===== src/verilog/des_pkg.sv =====
// Purpose: shared constants for the datacomm error supervisor
// Assumes: 10 MHz clock, avalon-mm register bus, word-aligned registers
// Notes: register numbers are indices; byte address is index times four
package des_pkg;
    // ------------------------------------------------------------------
    // register indices
    // ------------------------------------------------------------------
    localparam logic [5:0] REG_RESET = 6'h00;
    localparam logic [5:0] REG_CONNECT = 6'h0C;
    localparam logic [5:0] REG_CONN_LIMIT = 6'h10;
    localparam logic [5:0] REG_IDLE_LIMIT = 6'h11;
    localparam logic [5:0] REG_CARRIER_LIMIT = 6'h12;
    localparam logic [5:0] REG_TX_LIMIT = 6'h13;
    localparam logic [5:0] REG_TX_SPEED = 6'h14;
    localparam logic [5:0] REG_DUPLEX = 6'h17;
    localparam logic [5:0] REG_CHAR_LEN = 6'h22;
    localparam logic [5:0] REG_PARITY = 6'h24;
    localparam logic [5:0] REG_ERR_CODE = 6'h28;
    localparam logic [5:0] REG_IRQ_STATUS = 6'h29;
    localparam logic [5:0] REG_IRQ_MASK = 6'h2A;
    localparam logic [5:0] REG_CLEAR = 6'h2B;
    localparam logic [5:0] REG_LAST = 6'h2B;
    // ------------------------------------------------------------------
    // error codes
    // ------------------------------------------------------------------
    localparam logic [9:0] ERR_NONE = 10'h000;
    localparam logic [9:0] ERR_SELF_TEST = 10'd306;
    localparam logic [9:0] ERR_RX_OVERRUN = 10'd313;
    localparam logic [9:0] ERR_HOST_OVERFLOW = 10'd314;
    localparam logic [9:0] ERR_NO_TX_CLOCK = 10'd315;
    localparam logic [9:0] ERR_CTS_TIMEOUT = 10'd316;
    localparam logic [9:0] ERR_LOST_CARRIER = 10'd317;
    localparam logic [9:0] ERR_NO_ACTIVITY = 10'd318;
    localparam logic [9:0] ERR_NO_CONNECT = 10'd319;
    localparam logic [9:0] ERR_BAD_FORMAT = 10'd325;
    localparam logic [9:0] ERR_BAD_REG = 10'd326;
    localparam logic [9:0] ERR_BAD_VALUE = 10'd327;
    // ------------------------------------------------------------------
    // status bit positions
    // ------------------------------------------------------------------
    localparam int BIT_SELF_TEST = 0;
    localparam int BIT_LINE_FAULT = 1;
    localparam int BIT_CONFIG = 2;
    localparam int IRQ_W = 3;
    // ------------------------------------------------------------------
    // line states and field values
    // ------------------------------------------------------------------
    localparam logic [7:0] LINE_IDLE = 8'h00;
    localparam logic [7:0] LINE_CONNECTING = 8'h01;
    localparam logic [7:0] LINE_CONNECTED = 8'h03;
    localparam logic [7:0] LINE_SUSPENDED = 8'h04;
    localparam logic [7:0] CHAR_LEN_8 = 8'h03;
    localparam logic [7:0] PAR_FORCE_ONE = 8'h03;
    localparam logic [7:0] PAR_FORCE_ZERO = 8'h04;
    localparam logic [7:0] PAR_MAX = 8'h04;
    localparam logic [7:0] CHAR_LEN_MAX = 8'h03;
    localparam logic [7:0] DUPLEX_MAX = 8'h03;
    // ------------------------------------------------------------------
    // reset values
    // ------------------------------------------------------------------
    localparam logic [7:0] RST_CONN_LIMIT = 8'h19;
    localparam logic [7:0] RST_IDLE_LIMIT = 8'h00;
    localparam logic [7:0] RST_CARRIER_LIMIT = 8'h28;
    localparam logic [7:0] RST_TX_LIMIT = 8'h0A;
    localparam logic [7:0] RST_TX_SPEED = 8'h07;
    localparam logic [7:0] RST_DUPLEX = 8'h00;
    localparam logic [7:0] RST_CHAR_LEN = 8'h02;
    localparam logic [7:0] RST_PARITY = 8'h00;
    // ------------------------------------------------------------------
    // timing: limit unit lengths
    // ------------------------------------------------------------------
    localparam int CLK_HZ = 10_000_000;
    localparam int TICK_10MS_US = 10_000;
    localparam int TICK_1S_US = 1_000_000;
    localparam int CYC_10MS = TICK_10MS_US / (1_000_000 / CLK_HZ * 0 + 1) / 1 * (CLK_HZ / 1_000_000);
    localparam int CYC_1S = TICK_1S_US * (CLK_HZ / 1_000_000);
endpackage


===== src/verilog/des_limit_timer.sv =====
// Purpose: one supervision timer counting ticks while a fault condition holds
// Assumes: tick is a one-cycle pulse in the same clock domain
// Notes: a limit of zero disables the timer
`timescale 1ns/1ps
module des_limit_timer
    import des_pkg::*;
#(
    parameter int W = 8
) (
    // clock and reset
    input wire logic clk,
    input wire logic srst,
    // control
    input wire logic run,
    input wire logic tick,
    input wire logic [W-1:0] limit,
    // result
    output logic expired
);
    logic [W-1:0] count;

    always_ff @(posedge clk) begin
        if (srst || !run || limit == '0) begin
            count <= '0;
            expired <= 1'b0;
        end else if (tick && !expired) begin
            if (count + W'(1) >= limit) begin
                expired <= 1'b1;
            end
            count <= count + W'(1);
        end
    end
endmodule


===== src/verilog/des_supervisor.sv =====
// Purpose: error supervision and fault handling for a serial datacomm card
// Assumes: line-side pins are asynchronous, host reaches registers via avalon-mm
// Notes: one word per register, data in the low bits, unused bits read zero
`timescale 1ns/1ps

module des_supervisor
    import des_pkg::*;
#(
    parameter int CYC_LIMIT_UNIT = CYC_10MS,
    parameter int CYC_TX_UNIT = CYC_1S
) (
    // clock and reset
    input wire logic clk,
    input wire logic srst,
    // avalon-mm slave
    input wire logic [7:0] avs_address,
    input wire logic avs_read,
    input wire logic avs_write,
    input wire logic [31:0] avs_writedata,
    output logic [31:0] avs_readdata,
    output logic avs_waitrequest,
    // line side, asynchronous
    input wire logic dsr,
    input wire logic dcd,
    input wire logic cts,
    input wire logic ext_tx_clk,
    // datapath events, same clock
    input wire logic self_test_fail,
    input wire logic serial_receiver_holding_buffer_overrun,
    input wire logic host_buffer_overflow,
    input wire logic tx_pending,
    input wire logic tx_activity,
    input wire logic rx_activity,
    // line control and interrupt
    output logic line_enable,
    output logic ext_clk_select,
    output logic irq
);
    typedef enum logic [3:0] {
        DES_IDLE = 4'b0001,
        DES_CONNECTING = 4'b0010,
        DES_CONNECTED = 4'b0100,
        DES_SUSPENDED = 4'b1000
    } des_line_e;

    // ------------------------------------------------------------------
    // synchronisers
    // ------------------------------------------------------------------
    logic [3:0] sync_a;
    logic [3:0] sync_b;
    logic ext_clk_prev;
    always_ff @(posedge clk) begin
        sync_a <= {ext_tx_clk, cts, dcd, dsr};
        sync_b <= sync_a;
        ext_clk_prev <= sync_b[3];
    end
    wire logic dsr_s = sync_b[0];
    wire logic dcd_s = sync_b[1];
    wire logic cts_s = sync_b[2];
    wire logic ext_edge = sync_b[3] & ~ext_clk_prev;

    // ------------------------------------------------------------------
    // registers
    // ------------------------------------------------------------------
    des_line_e line_state;
    logic [7:0] conn_limit;
    logic [7:0] idle_limit;
    logic [7:0] carrier_limit;
    logic [7:0] tx_limit;
    logic [7:0] tx_speed;
    logic [7:0] duplex;
    logic [7:0] char_len;
    logic [7:0] parity;
    logic [9:0] err_code;
    logic [IRQ_W-1:0] irq_status;
    logic [IRQ_W-1:0] irq_mask;
    logic st_done;

    function automatic logic reg_exists(input logic [5:0] idx);
        case (idx)
            REG_RESET, REG_CONNECT, REG_CONN_LIMIT, REG_IDLE_LIMIT,
            REG_CARRIER_LIMIT, REG_TX_LIMIT, REG_TX_SPEED, REG_DUPLEX,
            REG_CHAR_LEN, REG_PARITY, REG_ERR_CODE, REG_IRQ_STATUS,
            REG_IRQ_MASK, REG_CLEAR: reg_exists = 1'b1;
            default: reg_exists = 1'b0;
        endcase
    endfunction

    function automatic logic value_ok(input logic [5:0] idx, input logic [31:0] v);
        case (idx)
            REG_RESET, REG_CLEAR: value_ok = (v <= 32'h0000_0001);
            REG_CONNECT: value_ok = (v <= 32'h0000_0001);
            REG_CHAR_LEN: value_ok = (v <= 32'(CHAR_LEN_MAX));
            REG_PARITY: value_ok = (v <= 32'(PAR_MAX));
            REG_DUPLEX: value_ok = (v <= 32'(DUPLEX_MAX));
            REG_ERR_CODE, REG_IRQ_STATUS: value_ok = 1'b0;
            REG_IRQ_MASK: value_ok = (v < (32'h0000_0001 << IRQ_W));
            default: value_ok = (v <= 32'h0000_00FF);
        endcase
    endfunction

    function automatic logic forced_parity(input logic [7:0] p);
        forced_parity = (p == PAR_FORCE_ONE) || (p == PAR_FORCE_ZERO);
    endfunction

    // ------------------------------------------------------------------
    // bus decode: one wait cycle, answer on the second cycle
    // ------------------------------------------------------------------
    logic busy;
    wire logic [5:0] idx = avs_address[7:2];
    wire logic acc = (avs_read | avs_write) & busy;
    wire logic wr = avs_write & busy;
    wire logic exists = reg_exists(idx) && avs_address[1:0] == 2'b00;
    wire logic good = exists && value_ok(idx, avs_writedata);
    wire logic [7:0] wv = avs_writedata[7:0];
    wire logic bad_combo = (idx == REG_CHAR_LEN && wv == CHAR_LEN_8 && forced_parity(parity))
        || (idx == REG_PARITY && char_len == CHAR_LEN_8 && forced_parity(wv));
    wire logic do_wr = wr && good && !bad_combo;
    wire logic do_reset = do_wr && idx == REG_RESET && wv[0];
    wire logic do_clear = do_wr && idx == REG_CLEAR && wv[0];
    wire logic do_conn = do_wr && idx == REG_CONNECT && wv[0];
    wire logic rd_status = avs_read && !busy && exists && idx == REG_IRQ_STATUS;

    always_ff @(posedge clk) begin
        if (srst) begin
            busy <= 1'b0;
        end else begin
            busy <= (avs_read | avs_write) & ~busy;
        end
    end

    always_ff @(posedge clk) begin
        if (srst) begin
            avs_waitrequest <= 1'b1;
        end else begin
            avs_waitrequest <= ~((avs_read | avs_write) & ~busy);
        end
    end

    // ------------------------------------------------------------------
    // timers
    // ------------------------------------------------------------------
    logic [31:0] unit_cnt;
    logic [31:0] sec_cnt;
    wire logic tick_unit = unit_cnt == 32'(CYC_LIMIT_UNIT - 1);
    wire logic tick_sec = sec_cnt == 32'(CYC_TX_UNIT - 1);
    always_ff @(posedge clk) begin
        if (srst) begin
            unit_cnt <= 32'h0000_0000;
            sec_cnt <= 32'h0000_0000;
        end else begin
            unit_cnt <= tick_unit ? 32'h0000_0000 : unit_cnt + 32'h0000_0001;
            sec_cnt <= tick_sec ? 32'h0000_0000 : sec_cnt + 32'h0000_0001;
        end
    end

    wire logic full_dup = duplex[0];
    wire logic carrier_ok = dsr_s && (!full_dup || dcd_s);
    wire logic online = line_state == DES_CONNECTED;
    wire logic ext_mode = tx_speed == 8'h00;
    wire logic clk_block = tx_pending && ext_mode && !ext_edge;
    wire logic cts_block = tx_pending && !full_dup && !cts_s;
    logic exp_tx;
    logic exp_cts;
    logic exp_car;
    logic exp_idle;
    logic exp_conn;

    des_limit_timer #(.W(8)) u_tx_tmr (
        .clk(clk), .srst(srst | do_reset), .run(online && clk_block), .tick(tick_sec),
        .limit(tx_limit), .expired(exp_tx));
    des_limit_timer #(.W(8)) u_cts_tmr (
        .clk(clk), .srst(srst | do_reset), .run(online && cts_block), .tick(tick_sec),
        .limit(tx_limit), .expired(exp_cts));
    des_limit_timer #(.W(8)) u_car_tmr (
        .clk(clk), .srst(srst | do_reset), .run(online && !carrier_ok), .tick(tick_unit),
        .limit(carrier_limit), .expired(exp_car));
    des_limit_timer #(.W(8)) u_idle_tmr (
        .clk(clk), .srst(srst | do_reset),
        .run(online && !tx_activity && !rx_activity), .tick(tick_sec),
        .limit(idle_limit), .expired(exp_idle));
    des_limit_timer #(.W(8)) u_conn_tmr (
        .clk(clk), .srst(srst | do_reset),
        .run(line_state == DES_CONNECTING && !carrier_ok), .tick(tick_sec),
        .limit(conn_limit), .expired(exp_conn));

    // ------------------------------------------------------------------
    // fault selection, lowest code first
    // ------------------------------------------------------------------
    logic [9:0] line_err;
    always_comb begin
        line_err = ERR_NONE;
        if (line_state == DES_CONNECTING || online) begin
            if (serial_receiver_holding_buffer_overrun) begin
                line_err = ERR_RX_OVERRUN;
            end else if (host_buffer_overflow) begin
                line_err = ERR_HOST_OVERFLOW;
            end else if (exp_tx) begin
                line_err = ERR_NO_TX_CLOCK;
            end else if (exp_cts) begin
                line_err = ERR_CTS_TIMEOUT;
            end else if (exp_car) begin
                line_err = ERR_LOST_CARRIER;
            end else if (exp_idle) begin
                line_err = ERR_NO_ACTIVITY;
            end else if (exp_conn) begin
                line_err = ERR_NO_CONNECT;
            end
        end
    end
    wire logic line_fault = line_err != ERR_NONE;

    // bad register; bad value; bad format
    logic [9:0] cfg_err;
    always_comb begin
        cfg_err = ERR_NONE;
        if (acc && !exists) begin
            cfg_err = ERR_BAD_REG;
        end else if (wr && !good) begin
            cfg_err = ERR_BAD_VALUE;
        end else if (wr && bad_combo) begin
            cfg_err = ERR_BAD_FORMAT;
        end
    end

    // ------------------------------------------------------------------
    // line state machine
    // ------------------------------------------------------------------
    // suspend until clear or reset
    always_ff @(posedge clk) begin
        if (srst || do_reset) begin
            line_state <= DES_IDLE;
        end else begin
            case (line_state)
                DES_IDLE: begin
                    if (do_conn) begin
                        line_state <= DES_CONNECTING;
                    end
                end
                DES_CONNECTING: begin
                    if (line_fault) begin
                        line_state <= DES_SUSPENDED;
                    end else if (carrier_ok) begin
                        line_state <= DES_CONNECTED;
                    end
                end
                DES_CONNECTED: begin
                    if (line_fault) begin
                        line_state <= DES_SUSPENDED;
                    end
                end
                DES_SUSPENDED: begin
                    if (do_clear) begin
                        line_state <= DES_IDLE;
                    end
                end
                default: line_state <= DES_IDLE;
            endcase
        end
    end

    always_ff @(posedge clk) begin
        if (srst) begin
            line_enable <= 1'b0;
            ext_clk_select <= 1'b0;
        end else begin
            line_enable <= (line_state == DES_CONNECTING || online) && !line_fault;
            ext_clk_select <= ext_mode;
        end
    end

    // ------------------------------------------------------------------
    // configuration registers
    // ------------------------------------------------------------------
    always_ff @(posedge clk) begin
        if (srst || do_reset) begin
            conn_limit <= RST_CONN_LIMIT;
            idle_limit <= RST_IDLE_LIMIT;
            carrier_limit <= RST_CARRIER_LIMIT;
            tx_limit <= RST_TX_LIMIT;
            tx_speed <= RST_TX_SPEED;
            duplex <= RST_DUPLEX;
            char_len <= RST_CHAR_LEN;
            parity <= RST_PARITY;
            irq_mask <= '0;
        end else if (do_wr) begin
            case (idx)
                REG_CONN_LIMIT: conn_limit <= wv;
                REG_IDLE_LIMIT: idle_limit <= wv;
                REG_CARRIER_LIMIT: carrier_limit <= wv;
                REG_TX_LIMIT: tx_limit <= wv;
                REG_TX_SPEED: tx_speed <= wv;
                REG_DUPLEX: duplex <= wv;
                REG_CHAR_LEN: char_len <= wv;
                REG_PARITY: parity <= wv;
                REG_IRQ_MASK: irq_mask <= wv[IRQ_W-1:0];
                default: irq_mask <= irq_mask;
            endcase
        end
    end

    // ------------------------------------------------------------------
    // error code, sticky status, interrupt
    // ------------------------------------------------------------------
    // self-test result is caught one edge after reset release
    always_ff @(posedge clk) begin
        if (srst) begin
            st_done <= 1'b0;
        end else begin
            st_done <= 1'b1;
        end
    end
    wire logic st_err = !st_done && self_test_fail;

    logic [IRQ_W-1:0] events;
    always_comb begin
        events = '0;
        events[BIT_SELF_TEST] = st_err;
        events[BIT_LINE_FAULT] = line_fault;
        events[BIT_CONFIG] = cfg_err != ERR_NONE;
    end

    // self-test code; error number with interrupt
    always_ff @(posedge clk) begin
        if (srst) begin
            err_code <= ERR_NONE;
        end else if (st_err) begin
            err_code <= ERR_SELF_TEST;
        end else if (line_fault) begin
            err_code <= line_err;
        end else if (cfg_err != ERR_NONE) begin
            err_code <= cfg_err;
        end
    end

    // sticky events, set wins over read clear
    always_ff @(posedge clk) begin
        if (srst) begin
            irq_status <= '0;
        end else begin
            irq_status <= (rd_status ? '0 : irq_status) | events;
        end
    end

    always_ff @(posedge clk) begin
        if (srst) begin
            irq <= 1'b0;
        end else begin
            irq <= |(((rd_status ? '0 : irq_status) | events) & irq_mask);
        end
    end

    // ------------------------------------------------------------------
    // read data
    // ------------------------------------------------------------------
    logic [7:0] line_code;
    always_comb begin
        case (line_state)
            DES_CONNECTING: line_code = LINE_CONNECTING;
            DES_CONNECTED: line_code = LINE_CONNECTED;
            DES_SUSPENDED: line_code = LINE_SUSPENDED;
            default: line_code = LINE_IDLE;
        endcase
    end

    always_ff @(posedge clk) begin
        if (srst) begin
            avs_readdata <= 32'h0000_0000;
        end else if (avs_read && !busy) begin
            case (exists ? idx : 6'h3F)
                REG_CONNECT: avs_readdata <= {24'h00_0000, line_code};
                REG_CONN_LIMIT: avs_readdata <= {24'h00_0000, conn_limit};
                REG_IDLE_LIMIT: avs_readdata <= {24'h00_0000, idle_limit};
                REG_CARRIER_LIMIT: avs_readdata <= {24'h00_0000, carrier_limit};
                REG_TX_LIMIT: avs_readdata <= {24'h00_0000, tx_limit};
                REG_TX_SPEED: avs_readdata <= {24'h00_0000, tx_speed};
                REG_DUPLEX: avs_readdata <= {24'h00_0000, duplex};
                REG_CHAR_LEN: avs_readdata <= {24'h00_0000, char_len};
                REG_PARITY: avs_readdata <= {24'h00_0000, parity};
                REG_ERR_CODE: avs_readdata <= {22'h0_0000, err_code};
                REG_IRQ_STATUS: avs_readdata <= {{(32 - IRQ_W){1'b0}}, irq_status};
                REG_IRQ_MASK: avs_readdata <= {{(32 - IRQ_W){1'b0}}, irq_mask};
                default: avs_readdata <= 32'h0000_0000;
            endcase
        end
    end
endmodule


===== config.mk =====
export PLATFORM = sky130hd
export DESIGN_NAME = des_supervisor
export DESIGN_NICKNAME = d
export VERILOG_FILES = /design/src/verilog/des_pkg.sv /design/src/verilog/des_limit_timer.sv /design/src/verilog/des_supervisor.sv
export SDC_FILE = /design/constraint.sdc
export NUM_CORES = 1
export LEC_CHECK = 0
export ABC_AREA = 1
export BUFFER_PORTS_ARGS = -buffer_cell sky130_fd_sc_hd__buf_2
export CAP_MARGIN = 20
export CELL_PAD_IN_SITES_DETAIL_PLACEMENT = 0
export CELL_PAD_IN_SITES_GLOBAL_PLACEMENT = 1
export CORE_AREA = 4 4 159 177
export CTS_BUF_LIST = sky130_fd_sc_hd__clkbuf_16
export DETAILED_ROUTE_END_ITERATION = 10
export DIE_AREA = 0 0 163 181
export MAX_ROUTING_LAYER = met4
export PLACE_DENSITY_LB_ADDON = 0.1
export SYNTH_ARGS = -nofsm -noshare
export SYNTH_HDL_FRONTEND = slang
export SYNTH_SLANG_ARGS = --single-unit

===== constraint.sdc =====
create_clock -name clk -period 2.66 [get_ports clk]
set_input_delay 0.532 -clock clk [delete_from_list [all_inputs] [get_ports clk]]
set_output_delay 0.532 -clock clk [all_outputs]
set_load 0.03 [all_outputs]

---- Word-level counts from Yosys, hierarchy flattened ----
Memories as Yosys holds them, arrays and structs flattened.
Index checks and enable logic that the tools add are counted.
storage, ports and cells
  logic and storage cells ................. 239
  flip-flop bits (word level) ............. 240
  ROM bits ................................ 64
  output and inout port bits .............. 36
  memories ................................ 1
  bits of input ports ..................... 54
memory list
  memory           depth  width  read ports  clocked after Yosys merged registers in  wr ports  line                  RTL
  (no name shown)  64     1      1           0                                        0         des_supervisor.sv:80  case (idx)
operators by class
  multiplexer cells ....................... 26
  add/sub/neg operators ................... 7
  order comparisons ....................... 10
  equality and inequality tests ........... 40
  bitwise operators ....................... 11
  reductions and logical operators ........ 109
operators with widths
  cell                                                                                count
  10-bit case mux with 12 select lines                                                1
  9-bit two-way mux                                                                   12
  6-bit by 5-bit equality test with 1-bit output (second input constant)              12
  6-bit equality test (second input constant)                                         11
  32-bit by 1-bit adder with 32-bit output (second input constant)                    2
  8-bit by 1-bit adder with 8-bit output (second input constant)                      5
  8-bit >= comparator                                                                 5
  8-bit zero test                                                                     5
  1-bit logical AND                                                                   38
  32-bit by 17-bit equality test with 1-bit output (second input constant)            1
  32-bit by 24-bit equality test with 1-bit output (second input constant)            1
  32-bit by 1-bit less-or-equal comparator with 1-bit output (second input constant)  1
  32-bit by 2-bit less-or-equal comparator with 1-bit output (second input constant)  1
  32-bit by 3-bit less-or-equal comparator with 1-bit output (second input constant)  1
  32-bit by 8-bit less-or-equal comparator with 1-bit output (second input constant)  1
  32-bit by 4-bit < comparator with 1-bit output (second input constant)              1
  2-bit AND reduction                                                                 14
  8-bit by 2-bit equality test with 1-bit output (second input constant)              3
  1-bit zero test                                                                     22
  10-bit two-way mux                                                                  2
  4-bit two-way mux                                                                   5
  10-bit nonzero test                                                                 2
  8-bit by 3-bit equality test with 1-bit output (second input constant)              2
  1-bit logical OR                                                                    16
  other kinds (26)                                                                    39

---- Logic depth before layout (Yosys ltp) ----
Gate-level depths: netlist of run 1.
  depth in word-level cells ............... 12
  mapped depth ............................ 18
  depth with buffers taken out ............ 17

---- Hierarchy ----
Synthesis of run 1 repeated with hierarchy kept, for this count alone.
unflattened totals
  cell total of the unflattened synthesis .. 1828
  area, all modules ....................... 12117.9 sq um
by module, submodules not included
  module           sequential area each (sq um)  cells each  instances  area an instance (sq um)
  des_supervisor   3383.2                        1318        1          8664.6
  des_limit_timer  180.2                         102         5          690.7

---- Worst setup path after synthesis of run 1 ----
Ideal clock, no wire load.
  path kind ............................... input -> register
  from .................................... input port avs_address[2]
  to ...................................... register idle_limit[3]
  arrival time ............................ 2.200 ns
  cell stages on the path ................. 16
  library setup time ...................... 0.131 ns
  data required time ...................... 2.529 ns
  path slack .............................. 0.329 ns
  buffers on the path ..................... 1
  cells stage by stage .................... inv_1 ha_1 nand3_2 nand2_1 nand2_1 nand2_1 nand2_1 nor2_2 nand2_1 inv_2 nand3_2 nand2_4 inv_4 buf_4 o21ai_0 a21oi_1
between the ends
  cells in the longest elaborated chain, start to end .. 9
  elaborated cells on any way between the ends .. 29
  those cells by class .................... 9 x eq/ne; 1 x mux; 18 x reduce/logical; 1 x memory
RTL lines
  item                                                            line                   RTL
  from (decl)                                                     des_supervisor.sv:16   input wire logic [7:0] avs_address,
  branches (longest 9 deep; another with memory read 64 x 1 bit)  --
  to (signal assigned)                                            des_supervisor.sv:289  REG_IDLE_LIMIT: idle_limit <= wv;
  to (decl)                                                       des_supervisor.sv:67   logic [7:0] idle_limit;
Parallel ways; which one is timed is not known.
A chain may end at the register's enable or synchronous reset.

---- Final worst setup path of run 1 ----
  from .................................... register u_conn_tmr.count[0]
  to ...................................... register u_conn_tmr.expired
between the ends
  cells in the longest elaborated chain, start to end .. 3
RTL lines
  item                                    line                   RTL
  from (decl)                             des_limit_timer.sv:20  logic [W-1:0] count;
  from (signal assigned)                  des_limit_timer.sv:30  count <= count + W'(1);
  8-bit by 1-bit adder with 8-bit output  des_limit_timer.sv:27  if (count + W'(1) >= limit) begin
  8-bit >= comparator                     des_limit_timer.sv:27
  2-bit AND reduction (no line)           --
  to (signal assigned)                    des_limit_timer.sv:25  expired <= 1'b0;
  to (signal assigned)                    des_limit_timer.sv:28  expired <= 1'b1;
  to (decl)                               des_limit_timer.sv:18  output logic expired
Every way passes these cells.

==> results by group, run 1 <==
CTS
  • CTS tree: yes
  • CTS Buffer Depth: 3
  • CTS sink cnt: roughly 210
  • Hold buffer count at cts: 0
  • Clock root buffer: clkbuf_16
  • CTS Buf Count: 25
  • H-tree Lvls: 1
  • Clk_lat worst skew: between 0.5 and 0.6 ns
  • Clock transition at path regs: 0.06 ns

STA
  • Final min period: 2.33 ns
  • Fmax achieved: around 430 MHz
  • Final hold viol count: 0
  • Fin worst setup slack: between 0.3 and 0.4 ns
  • Setup violators final: 0
  • RSZ-0062 raised after global routing: false
  • Final Skew: about 0.026 ns
  • Rel. slew slack: between 40% and 50%
  • Tcrit/Tclk final: around 88%
  • Worst Tran Pin Value: around 0.78 ns
  • Max-slew violations: 0

Finish
  • Layout cells sized above 1: 13.7%
  • Area Overhead vs Synth: 18.1%
  • Final instance area: about 0.014 mm²
  • Final #Nets: approximately 1900
  • Fill count: 2773
  • Top flop regs: sec_cnt: 32 flops, unit_cnt: 32 flops, avs_readdata: 9 flops
  • Non-Filler Instances: 2184
  • Final core utilization: about half
  • N_diodes: 0

Placed design
  • PortBufs: 66
  • DPL Wire Length: 26400 µm
  • Setup WS pre-CTS: -0.170 ns
  • Dpl cells: approximately 2100
  • Area post-placement: 0.0128 mm²
  • Placer Congestion: 0.946

Global routing
  • Initial antenna violation count: 0
  • GRT overflow: 0
  • First-pass GRT wire length: ~54000 µm
  • Vias in the first global route: approximately 11000
  • Largest net degree at the start of global routing: 20
  • Total Routing Usage GR: a little under a quarter

Synthesis
  • Cell count after synthesis: approximately 1600
  • Post-synth EDFFs: 0
  • Post-synth top area cell: dfxtp_1
  • Ys flop type: dfxtp_1
  • Synth top area share: 37.4%
  • #FFs+latches synth: about 210
  • Asr flop ratio synth: 0%
  • Top cells by area in the synthesized netlist: dfxtp_1 (37%), nand2_1 (10%), nor2_1 (7.3%)
  • Avg Cell Area, Syn: around 7.0 µm²
  • Synth unique cells: 50
  • Post-synthesis sequential area ratio: between 30% and 40%
  • Synth Cell Area: between 0.01 and 0.015 mm²
  • Synth warn: 0

Floorplanning
  • Starting Density: ~43%
  • Die Width: between 150 and 200 µm
  • Site Rows: 63
  • Overall die area: 0.0295 mm²
  • Top-Level Pins: 90
  • Die Ht: 181 µm
  • Core area: approximately 0.026 mm²

Drt
  • Detail Route Antenna Nets: 0
  • Pre-antenna DRT Iters: 5
  • Initial drt markers: between 600 and 700
  • Vias per Instance: between 5 and 6
  • Drt drc: 0
  • Avg WL per Cell: between 15 and 20 µm
  • Routed via count: 11000
  • Post-Route WL: around 33000 µm

Setup path
  • Crit start category: flop
  • Most used cell, CP: nand3b_1
  • Crit. End Element: flop
  • Critical Path Max Stage Delay: about 0.47 ns
  • CP Cell Sequence: nand3_1 -> nand3b_1 -> nand3b_1 -> xor2_1 -> inv_1 -> ha_1 -> nand2_1 -> o41ai_1 -> a21oi_1 -> nor2_1
  • Slowest-stage cell, CP: o41ai_1
  • WS Path Type: reg -> reg
  • CP Max Fanout: 5
  • WP data arrival: ~2.8 ns
  • WP data required: between 3 and 4 ns

Status
  • Outcome: finished, final reports clean

Pwr
  • Max VDD drop: roughly 0.56 mV
  • Leakage: 5.84 nW
  • Design Power: 6.89 mW
  • Cell area power density: 509 mW/mm²

Hold path
  • Classification of the worst-slack hold path: in -> reg

Flow run
  • Max cap viols: 0
## routing by layer
metal,track usage (%),share of wire (%)
met2,37.8,47
met5,-,0
met3,2.90,5.1
met1,30.5,46
met4,5.97,2.4
## per-stage QoR
step,hold WS (ns),TNS [ns]
2_1_floorplan,0.310,0
3_3_place_gp,0.337,-1.90
3_5_place_dp,0.340,-2.07
4_1_cts,0.0769,0
5_1_grt,0.0781,0
6_report,0.0995,0
## synth_stat cells (2+ instances only)
master	number
nand4_2	2
dfxtp_1	214
nor3_1	44
or2_2	6
a21oi_1	145
ha_1	51
o22ai_1	2
o21a_1	6
xnor2_1	9
o211ai_1	9
or4_1	2
o21ai_1	14
o2111ai_1	4
nand4_1	33
inv_1	195
buf_4	26
mux2_2	2
o21ai_0	79
nor4_1	19
nand3_2	7
xor2_1	33
a31oi_1	2
nand2_2	2
nor2_1	224
nand3_1	92
nand3b_1	14
inv_2	13
clkinv_1	6
and3_1	2
nand2_1	320
clkbuf_1	8
nand2_4	3
nor3b_1	16
nor2_2	16
buf_2	8
## cell usage in the layout, fill, tap and decap left out, drive strengths merged, types with 45 or more instances in the layout
master / count
buf: 161
nor2: 241
nor3: 45
nand3: 99
o21ai: 93
a21oi: 145
ha: 51
inv: 215
dfxtp: 214
nand2: 325
## what timing repair did
item                                   CTS  global route
setup endpoints to repair                0            15
setup buffers                            0             2
endpoints found under the hold margin    0             0
resized for setup                        0             5
## where the power goes
group          internal, mW  switching (mW)  total (mW)  leakage (nW)
Combinational         0.190           0.363       0.553          3.75
Clock                  1.69            1.35        3.04         0.364
Sequential             3.26          0.0329        3.29          1.73
Total                  5.14            1.75        6.89          5.84
## cells by family (layout without fill, tap and decap cells)
family | after synthesis | in the layout | share of synthesized area [%]
compound gates | 268 | 268 | 12.4
xor+xnor | 42 | 42 | 3.21
fa+ha+maj | 51 | 51 | 5.57
buf+inv | 258 | 420 | 9.48
flops | 214 | 214 | 37.4
mux | 2 | 2 | 0.197
other cells | 1 | 23 | 0.0327
simple gates | 807 | 807 | 31.7
## critical path, delay by kind of cell, from the launching register on
kind            cells  cell delay (ns)
compound gates      2             0.61
xor+xnor            1             0.14
fa+ha+maj           1             0.29
buf+inv             1             0.07
flops               1             0.40
simple gates        5             0.75
## final timing paths
check | from | endpoint | slack (ns) | cells after the start
worst max-delay path | u_conn_tmr.count[0] | u_conn_tmr.expired | 0.33 | 10
worst min-delay path | cts | sync_a[2] | 0.1 | 1
worst max register to register | u_conn_tmr.count[0] | u_conn_tmr.expired | 0.33 | 10
worst min register to register | sync_a[3] | sync_b[3] | 0.35 | 0
## area by class of cell
type | instances | area [µm²] | area share [%]
clock buffers | 25 | 626 | 4.63
well taps | 357 | 447 | 3.30
flip-flops and latches | 214 | 4280 | 31.7
inverters | 215 | 813 | 6.01
clock inverters | 19 | 87.6 | 0.648
multi-input cells | 1193 | 6170 | 45.6
repair buffers | 161 | 1090 | 8.09
Power figures use the tool's default switching activity.
==> run 2: changes to the inputs <==
--- a/config.mk
+++ b/config.mk
@@ -15,7 +15,7 @@
 export DETAILED_ROUTE_END_ITERATION = 10
 export DIE_AREA = 0 0 163 181
 export MAX_ROUTING_LAYER = met4
-export PLACE_DENSITY_LB_ADDON = 0.1
+export PLACE_DENSITY = 0.88
 export SYNTH_ARGS = -nofsm -noshare
 export SYNTH_HDL_FRONTEND = slang
 export SYNTH_SLANG_ARGS = --single-unit
==> results by group, run 2 (same netlist as run 1, synthesis figures left out) <==
Status
  • Outcome: finished, final reports clean (unchanged)

Placed design
  • Area post-placement: 0.0126 mm² (was 0.0128 mm²)
  • DPL Wire Length: 25600 µm (was 26400 µm)
  • Placer Congestion: 0.979 (was 0.946)
  • PortBufs: 66 (unchanged)
  • Dpl cells: 2113 (was 2138)

Setup path
  • R2r setup slk: 0.35 ns (was 0.33 ns)
  • Crit. End Element: flop (unchanged)
  • CP Max Fanout: 16 (was 5)
  • WP data required: 3.05 ns (was 3.13 ns)
  • WP data arrival: 2.72 ns (was 2.80 ns)
  • Crit start category: input pin (was flop)
  • Family with the most delay on the worst path: simple AND/OR/NAND/NOR gates (unchanged)
  • CP bufs+invs: 3 (was 1)
  • R2R cell count: 14 (was 10)
  • WS Path Type: in -> reg (was reg -> reg)
  • Critical R2R Capture: unit_cnt[28] (was u_conn_tmr.expired)
  • Critical R2R Launch: unit_cnt[0] (was u_conn_tmr.count[0])
  • Most used cell, CP: nand2_1 (was nand3b_1)
  • Critical Path Max Stage Delay: 0.28 ns (was 0.47 ns)
  • Slowest-stage cell, CP: nand3_2 (was o41ai_1)
  • CP Cell Sequence: buf_2 -> inv_1 -> ha_1 -> nand2_1 -> nand2_1 -> nand2_1 -> nand2_1 -> nand3_1 -> nor2_1 -> nand2_1 -> nor2_1 -> nand3_2 -> inv_2 -> nand3_2 -> o21ai_0 -> a21oi_1 (was nand3_1 -> nand3b_1 -> nand3b_1 -> xor2_1 -> inv_1 -> ha_1 -> nand2_1 -> o41ai_1 -> a21oi_1 -> nor2_1)

Global routing
  • GRT overflow: 0 (unchanged)
  • Largest net degree at the start of global routing: 24 (was 20)
  • Total Routing Usage GR: 22.0% (was 23.1%)
  • First-pass GRT wire length: 52000 µm (was 54300 µm)
  • Initial antenna violation count: 2 (was 0)
  • Vias in the first global route: 10400 (was 10600)

CTS
  • PostCTS Resize Cnt: 0 (unchanged)
  • Clock root buffer: clkbuf_16 (unchanged)
  • Clock transition at path regs: 0.06 ns (about the same)
  • CTS tree: yes (unchanged)
  • H-tree Lvls: 1 (unchanged)
  • CTS sink cnt: 214 (unchanged)
  • Setup bufs post-CTS: 0 (unchanged)
  • CTS Buffer Depth: 3 (unchanged)
  • Hold buffer count at cts: 0 (unchanged)
  • Clk_lat worst skew: 0.52 ns (was 0.53 ns)
  • CTS Buf Count: 24 (was 25)

Finish
  • Non-Filler Instances: 2158 (was 2184)
  • Final #Nets: 1887 (was 1915)
  • Commonest non-fill, non-tap cell in the layout: nand2_1 (unchanged)
  • Area Overhead vs Synth: 16.5% (was 18.1%)
  • Most frequent cells in the layout: nand2_1 (320), nor2_1 (220), dfxtp_1 (214), inv_1 (199), a21oi_1 (145) (was nand2_1 (320), nor2_1 (221), dfxtp_1 (214), inv_1 (200), a21oi_1 (145))
  • Top flop regs: sec_cnt: 32 flops, unit_cnt: 32 flops, avs_readdata: 9 flops (unchanged)
  • Final instance area: 0.0133 mm² (was 0.0135 mm²)
  • Final core utilization: 50.4% (was 51.1%)
  • Layout cells sized above 1: 12.7% (was 13.7%)

Floorplanning
  • Overall die area: 0.0295 mm² (unchanged)
  • Starting Density: 43.2% (unchanged)
  • Die Ht: 181 µm (unchanged)
  • Site Rows: 63 (unchanged)
  • Die Width: 163 µm (unchanged)
  • Core area: 0.0265 mm² (unchanged)
  • Top-Level Pins: 90 (unchanged)

Pwr
  • Cell area power density: 520 mW/mm² (was 509 mW/mm²)
  • Max VDD drop: 0.396 mV (was 0.564 mV)
  • Leakage: 5.72 nW (was 5.84 nW)
  • Design Power: 6.93 mW (was 6.89 mW)

Drt
  • Post-Route WL: 32300 µm (was 33400 µm)
  • Pre-antenna DRT Iters: 5 (unchanged)
  • Vias per Instance: 5.07 (was 5.05)
  • Routed via count: 10900 (was 11000)
  • Initial drt markers: 789 (was 697)
  • Avg WL per Cell: 15.0 µm (was 15.3 µm)
  • Detail Route Antenna Nets: 0 (unchanged)
  • Drt drc: 0 (unchanged)

Hold path
  • Hold worst-path end: sync_a[3] (was sync_a[2])
  • Classification of the worst-slack hold path: in -> reg (unchanged)
  • Hold path depth: 1 (unchanged)
  • Hold path start: ext_tx_clk (was cts)

STA
  • Final min period: 2.33 ns (about the same)
  • Final Skew: 0.0107 ns (was 0.0255 ns)
  • Setup violators final: 0 (unchanged)
  • Max-slew violations: 0 (unchanged)
  • Tcrit/Tclk final: 87.5% (was 87.6%)
  • Worst Tran Pin Value: 0.594 ns (was 0.780 ns)
  • Fmax achieved: 429 MHz (about the same)
  • Rel. slew slack: 60.0% (was 47.5%)
  • RSZ-0062 raised after global routing: false (unchanged)
  • Final hold viol count: 0 (unchanged)

Flow run
  • Max cap viols: 0 (unchanged)
[run 2: per-stage QoR]
stage | setup WS (ns) | setup TNS (ns) | hold WS, ns
floorplan | 0.329 | 0 | 0.310
global placement | -0.118 | -1.13 | 0.313
detailed placement | -0.138 | -1.40 | 0.323
CTS | 0.208 | 0 | 0.0962
global route | 0.0270 | 0 | 0.0952
finish | 0.331 | 0 | 0.117
[run 2: report_power, final]
group	total [mW]	internal, mW	switching, mW
registers	3.29	3.26	0.0322
clock network	3.12	1.79	1.33
logic	0.518	0.168	0.351
total	6.93	5.22	1.71
[run 2: worst max path at each step]
stage / startpoint / endpoint / slack [ns] / depth (start not counted)
after global placement: avs_address[2] / carrier_limit[2] / -0.12 / 16
after CTS: unit_cnt[0] / unit_cnt[28] / 0.21 / 14
after global routing: unit_cnt[0] / unit_cnt[28] / 0.03 / 14
after detailed placement: avs_address[2] / carrier_limit[2] / -0.14 / 16
final: avs_address[2] / carrier_limit[2] / 0.33 / 16
after floorplan: avs_address[2] / idle_limit[3] / 0.33 / 16
[run 2: per-layer routing]
layer / wire length, µm / share of wire (%) / GRT usage [%] / vias up
met5: 0 / 0 / - / -
met4: 1120 / 3.5 / 7.01 / 0
met3: 1740 / 5.4 / 3.38 / 65
met2: 15400 / 47 / 36.7 / 232
met1: 14100 / 44 / 27.4 / 5005
li1: - / - / - / 5643
[run 2: layout make-up]
| class | count | area [µm²] |
|---|---|---|
| inverter | 215 | 813 |
| clock buffer | 25 | 626 |
| tap | 357 | 447 |
| fill | 2710 | 13100 |
| timing repair buffer | 134 | 878 |
| multi-input combinational | 1193 | 6170 |
| clock inverter | 18 | 113 |
| antenna | 2 | 5.00 |
| sequential | 214 | 4280 |
==> run 3: changes to the inputs <==
--- a/config.mk
+++ b/config.mk
@@ -19,3 +19,4 @@
 export SYNTH_ARGS = -nofsm -noshare
 export SYNTH_HDL_FRONTEND = slang
 export SYNTH_SLANG_ARGS = --single-unit
+export TNS_END_PERCENT = 5
==> constraint.sdc (replaced) <==
create_clock -name clk -period 2.66 [get_ports clk]
set_input_delay 0.266 -clock clk [delete_from_list [all_inputs] [get_ports clk]]
set_output_delay 0.266 -clock clk [all_outputs]
set_load 0.03 [all_outputs]
==> results by group, run 3 (same netlist as run 1, synthesis figures left out) <==
Setup path
  • WP data arrival: 2.78 ns (was 2.72 ns)
  • Most used cell, CP: a21oi_1 (was nand2_1)
  • Critical R2R Launch: u_conn_tmr.count[0] (was unit_cnt[0])
  • Crit start category: flop (was input pin)
  • CP Cell Sequence: nand3_1 -> nand3b_1 -> nand3b_1 -> xor2_1 -> inv_1 -> ha_1 -> a21oi_1 -> o21ai_0 -> a21oi_1 -> o41ai_1 -> buf_4 -> a21oi_1 -> nor2_1 (was buf_2 -> inv_1 -> ha_1 -> nand2_1 -> nand2_1 -> nand2_1 -> nand2_1 -> nand3_1 -> nor2_1 -> nand2_1 -> nor2_1 -> nand3_2 -> inv_2 -> nand3_2 -> o21ai_0 -> a21oi_1)
  • CP bufs+invs: 2 (was 3)
  • WP data required: 3.07 ns (was 3.05 ns)
  • Critical Path Max Stage Delay: 0.41 ns (was 0.28 ns)
  • Slowest-stage cell, CP: dfxtp_1 (was nand3_2)
  • R2R cell count: 13 (was 14)
  • R2r setup slk: 0.29 ns (was 0.35 ns)
  • Family with the most delay on the worst path: compound AO/OA/AOI/OAI gates (was simple AND/OR/NAND/NOR gates)
  • Critical R2R Capture: u_conn_tmr.expired (was unit_cnt[28])
  • WS Path Type: reg -> reg (was in -> reg)
  • CP Max Fanout: 5 (was 16)
  • Crit. End Element: flop (unchanged)

Drt
  • Drt drc: 0 (unchanged)
  • Pre-antenna DRT Iters: 5 (unchanged)
  • Avg WL per Cell: 15.0 µm (about the same)
  • Vias per Instance: 5.18 (was 5.07)
  • Met3 wire len: 1860 µm (was 1740 µm)
  • DR top layer: met4 (unchanged)
  • Metal2 WL: 15400 µm (about the same)
  • Post-Route WL: 32100 µm (was 32300 µm)
  • Initial drt markers: 866 (was 789)
  • Routed met1 length: 14000 µm (was 14100 µm)
  • Routed via count: 11100 (was 10900)
  • Detail Route Antenna Nets: 0 (unchanged)

Finish
  • Final #Nets: 1874 (was 1887)
  • Area Overhead vs Synth: 15.5% (was 16.5%)
  • Commonest non-fill, non-tap cell in the layout: nand2_1 (unchanged)
  • Most frequent cells in the layout: nand2_1 (320), nor2_1 (220), dfxtp_1 (214), inv_1 (201), a21oi_1 (145) (was nand2_1 (320), nor2_1 (220), dfxtp_1 (214), inv_1 (199), a21oi_1 (145))
  • Layout cells sized above 1: 11.5% (was 12.7%)
  • Top flop regs: sec_cnt: 32 flops, unit_cnt: 32 flops, avs_readdata: 9 flops (unchanged)
  • Final instance area: 0.0132 mm² (was 0.0133 mm²)

CTS
  • H-tree Lvls: 1 (unchanged)
  • Clk_lat worst skew: 0.52 ns (about the same)
  • Clock root buffer: clkbuf_16 (unchanged)
  • CTS Buf Count: 25 (was 24)
  • CTS sink cnt: 214 (unchanged)
  • CTS Buffer Depth: 3 (unchanged)
  • Clock transition at path regs: 0.06 ns (about the same)
  • CTS tree: yes (unchanged)

Floorplanning
  • Overall die area: 0.0295 mm² (unchanged)
  • Die Ht: 181 µm (unchanged)
  • Starting Density: 43.2% (unchanged)
  • Core area: 0.0265 mm² (unchanged)
  • Top-Level Pins: 90 (unchanged)
  • Die Width: 163 µm (unchanged)
  • Site Rows: 63 (unchanged)

Global routing
  • GRT overflow: 0 (unchanged)
  • First-pass GRT wire length: 52000 µm (about the same)
  • Initial antenna violation count: 2 (unchanged)
  • Total Routing Usage GR: 21.9% (was 22.0%)
  • Largest net degree at the start of global routing: 24 (unchanged)
  • Vias in the first global route: 10300 (was 10400)

Pwr
  • Cell area power density: 515 mW/mm² (was 520 mW/mm²)
  • Max VDD drop: 0.366 mV (was 0.396 mV)
  • Leakage: 5.65 nW (was 5.72 nW)
  • Design Power: 6.81 mW (was 6.93 mW)

STA
  • Fmax achieved: 422 MHz (was 429 MHz)
  • Setup violators final: 0 (unchanged)
  • Final Skew: 0.0110 ns (was 0.0107 ns)
  • Max-slew violations: 0 (unchanged)
  • Worst Tran Pin Value: 0.707 ns (was 0.594 ns)
  • Rel. slew slack: 52.4% (was 60.0%)
  • Final min period: 2.37 ns (was 2.33 ns)
  • Final hold viol count: 0 (unchanged)
  • Tcrit/Tclk final: 89.0% (was 87.5%)

Placed design
  • PortBufs: 66 (unchanged)
  • DPL Wire Length: 25300 µm (was 25600 µm)
  • Area post-placement: 0.0125 mm² (was 0.0126 mm²)
  • Placer Congestion: 0.982 (was 0.979)

Flow run
  • Max cap viols: 0 (unchanged)

Hold path
  • Classification of the worst-slack hold path: in -> reg (unchanged)
  • Hold path depth: 3 (was 1)
  • Hold path start: avs_writedata[5] (was ext_tx_clk)
  • Hold worst-path end: conn_limit[5] (was sync_a[3])

Status
  • Outcome: finished, final reports clean (unchanged)
-- run 3: cell count changes in the layout (fill, tap and decap cells not counted), sizes merged --
cell / previous run / this run
bufinv: 1 / 0
dlygate4sd3: 0 / 4
buf: 134 / 116
clkinv: 16 / 15
clkinvlp: 3 / 1
inv: 213 / 217
-- run 3: worst max path at each step --
stage / depth (start not counted) / slack, ns / end / startpoint
final: 13 / 0.29 / u_conn_tmr.expired / u_conn_tmr.count[0]
after global routing: 14 / -0.01 / unit_cnt[24] / unit_cnt[0]
after CTS: 10 / 0.24 / sec_cnt[16] / sec_cnt[0]
after detailed placement: 16 / 0.01 / avs_readdata[4] / avs_address[2]
after global placement: 17 / 0.05 / avs_readdata[4] / avs_address[2]
after floorplan: 12 / 0.58 / sec_cnt[28] / sec_cnt[0]
-- run 3: through the flow --
step / hold WS [ns] / setup TNS (ns) / util (%) / setup slack [ns] / std cells
floorplan: 0.294 / 0 / - / 0.582 / 1665
global placement: 0.312 / 0 / 47.0 / 0.0453 / 2095
detailed placement: 0.312 / 0 / 47.0 / 0.00965 / 2095
CTS: 0.0249 / 0 / 49.9 / 0.242 / 2142
global route: 0.0530 / -0.00993 / 49.9 / -0.00993 / 2144
finish: 0.0426 / 0 / 49.9 / 0.292 / 2144
-- run 3: report_power, final --
part	internal, mW	switching (mW)
combinational	0.161	0.354
clock	1.69	1.31
sequential	3.26	0.0301
total	5.11	1.70
-- run 3: repair_timing --
action,CTS,global route
endpoints found under the hold margin,4,0
setup buffers,0,0
hold buffers,4,0
endpoints found under the setup margin,0,3
resized for setup,0,5
-- run 3: layout make-up --
type                            count  area [µm²]
Timing Repair Buffer              120         796
Clock buffer                       25         626
Inverter                          215         810
Clock inverter                     18        83.8
Fill cell                        2716       13300
Multi-Input combinational cell   1193        6170
Antenna cell                        2        5.00
Tap cell                          357         447
Sequential cell                   214        4280
-- run 3: routing by layer --
| metal | vias up | global-route usage (%) |
|---|---|---|
| met2 | 288 | 36.1 |
| li1 | 5620 | - |
| met4 | 0 | 5.91 |
| met1 | 5135 | 28.3 |
| met5 | - | - |
| met3 | 72 | 3.01 |
-- run 3: tightest hold or removal path, cell delays in order --
cell	delay (ns)
buf_2	0.12
o21ai_1	0.07
nor2_1	0.07
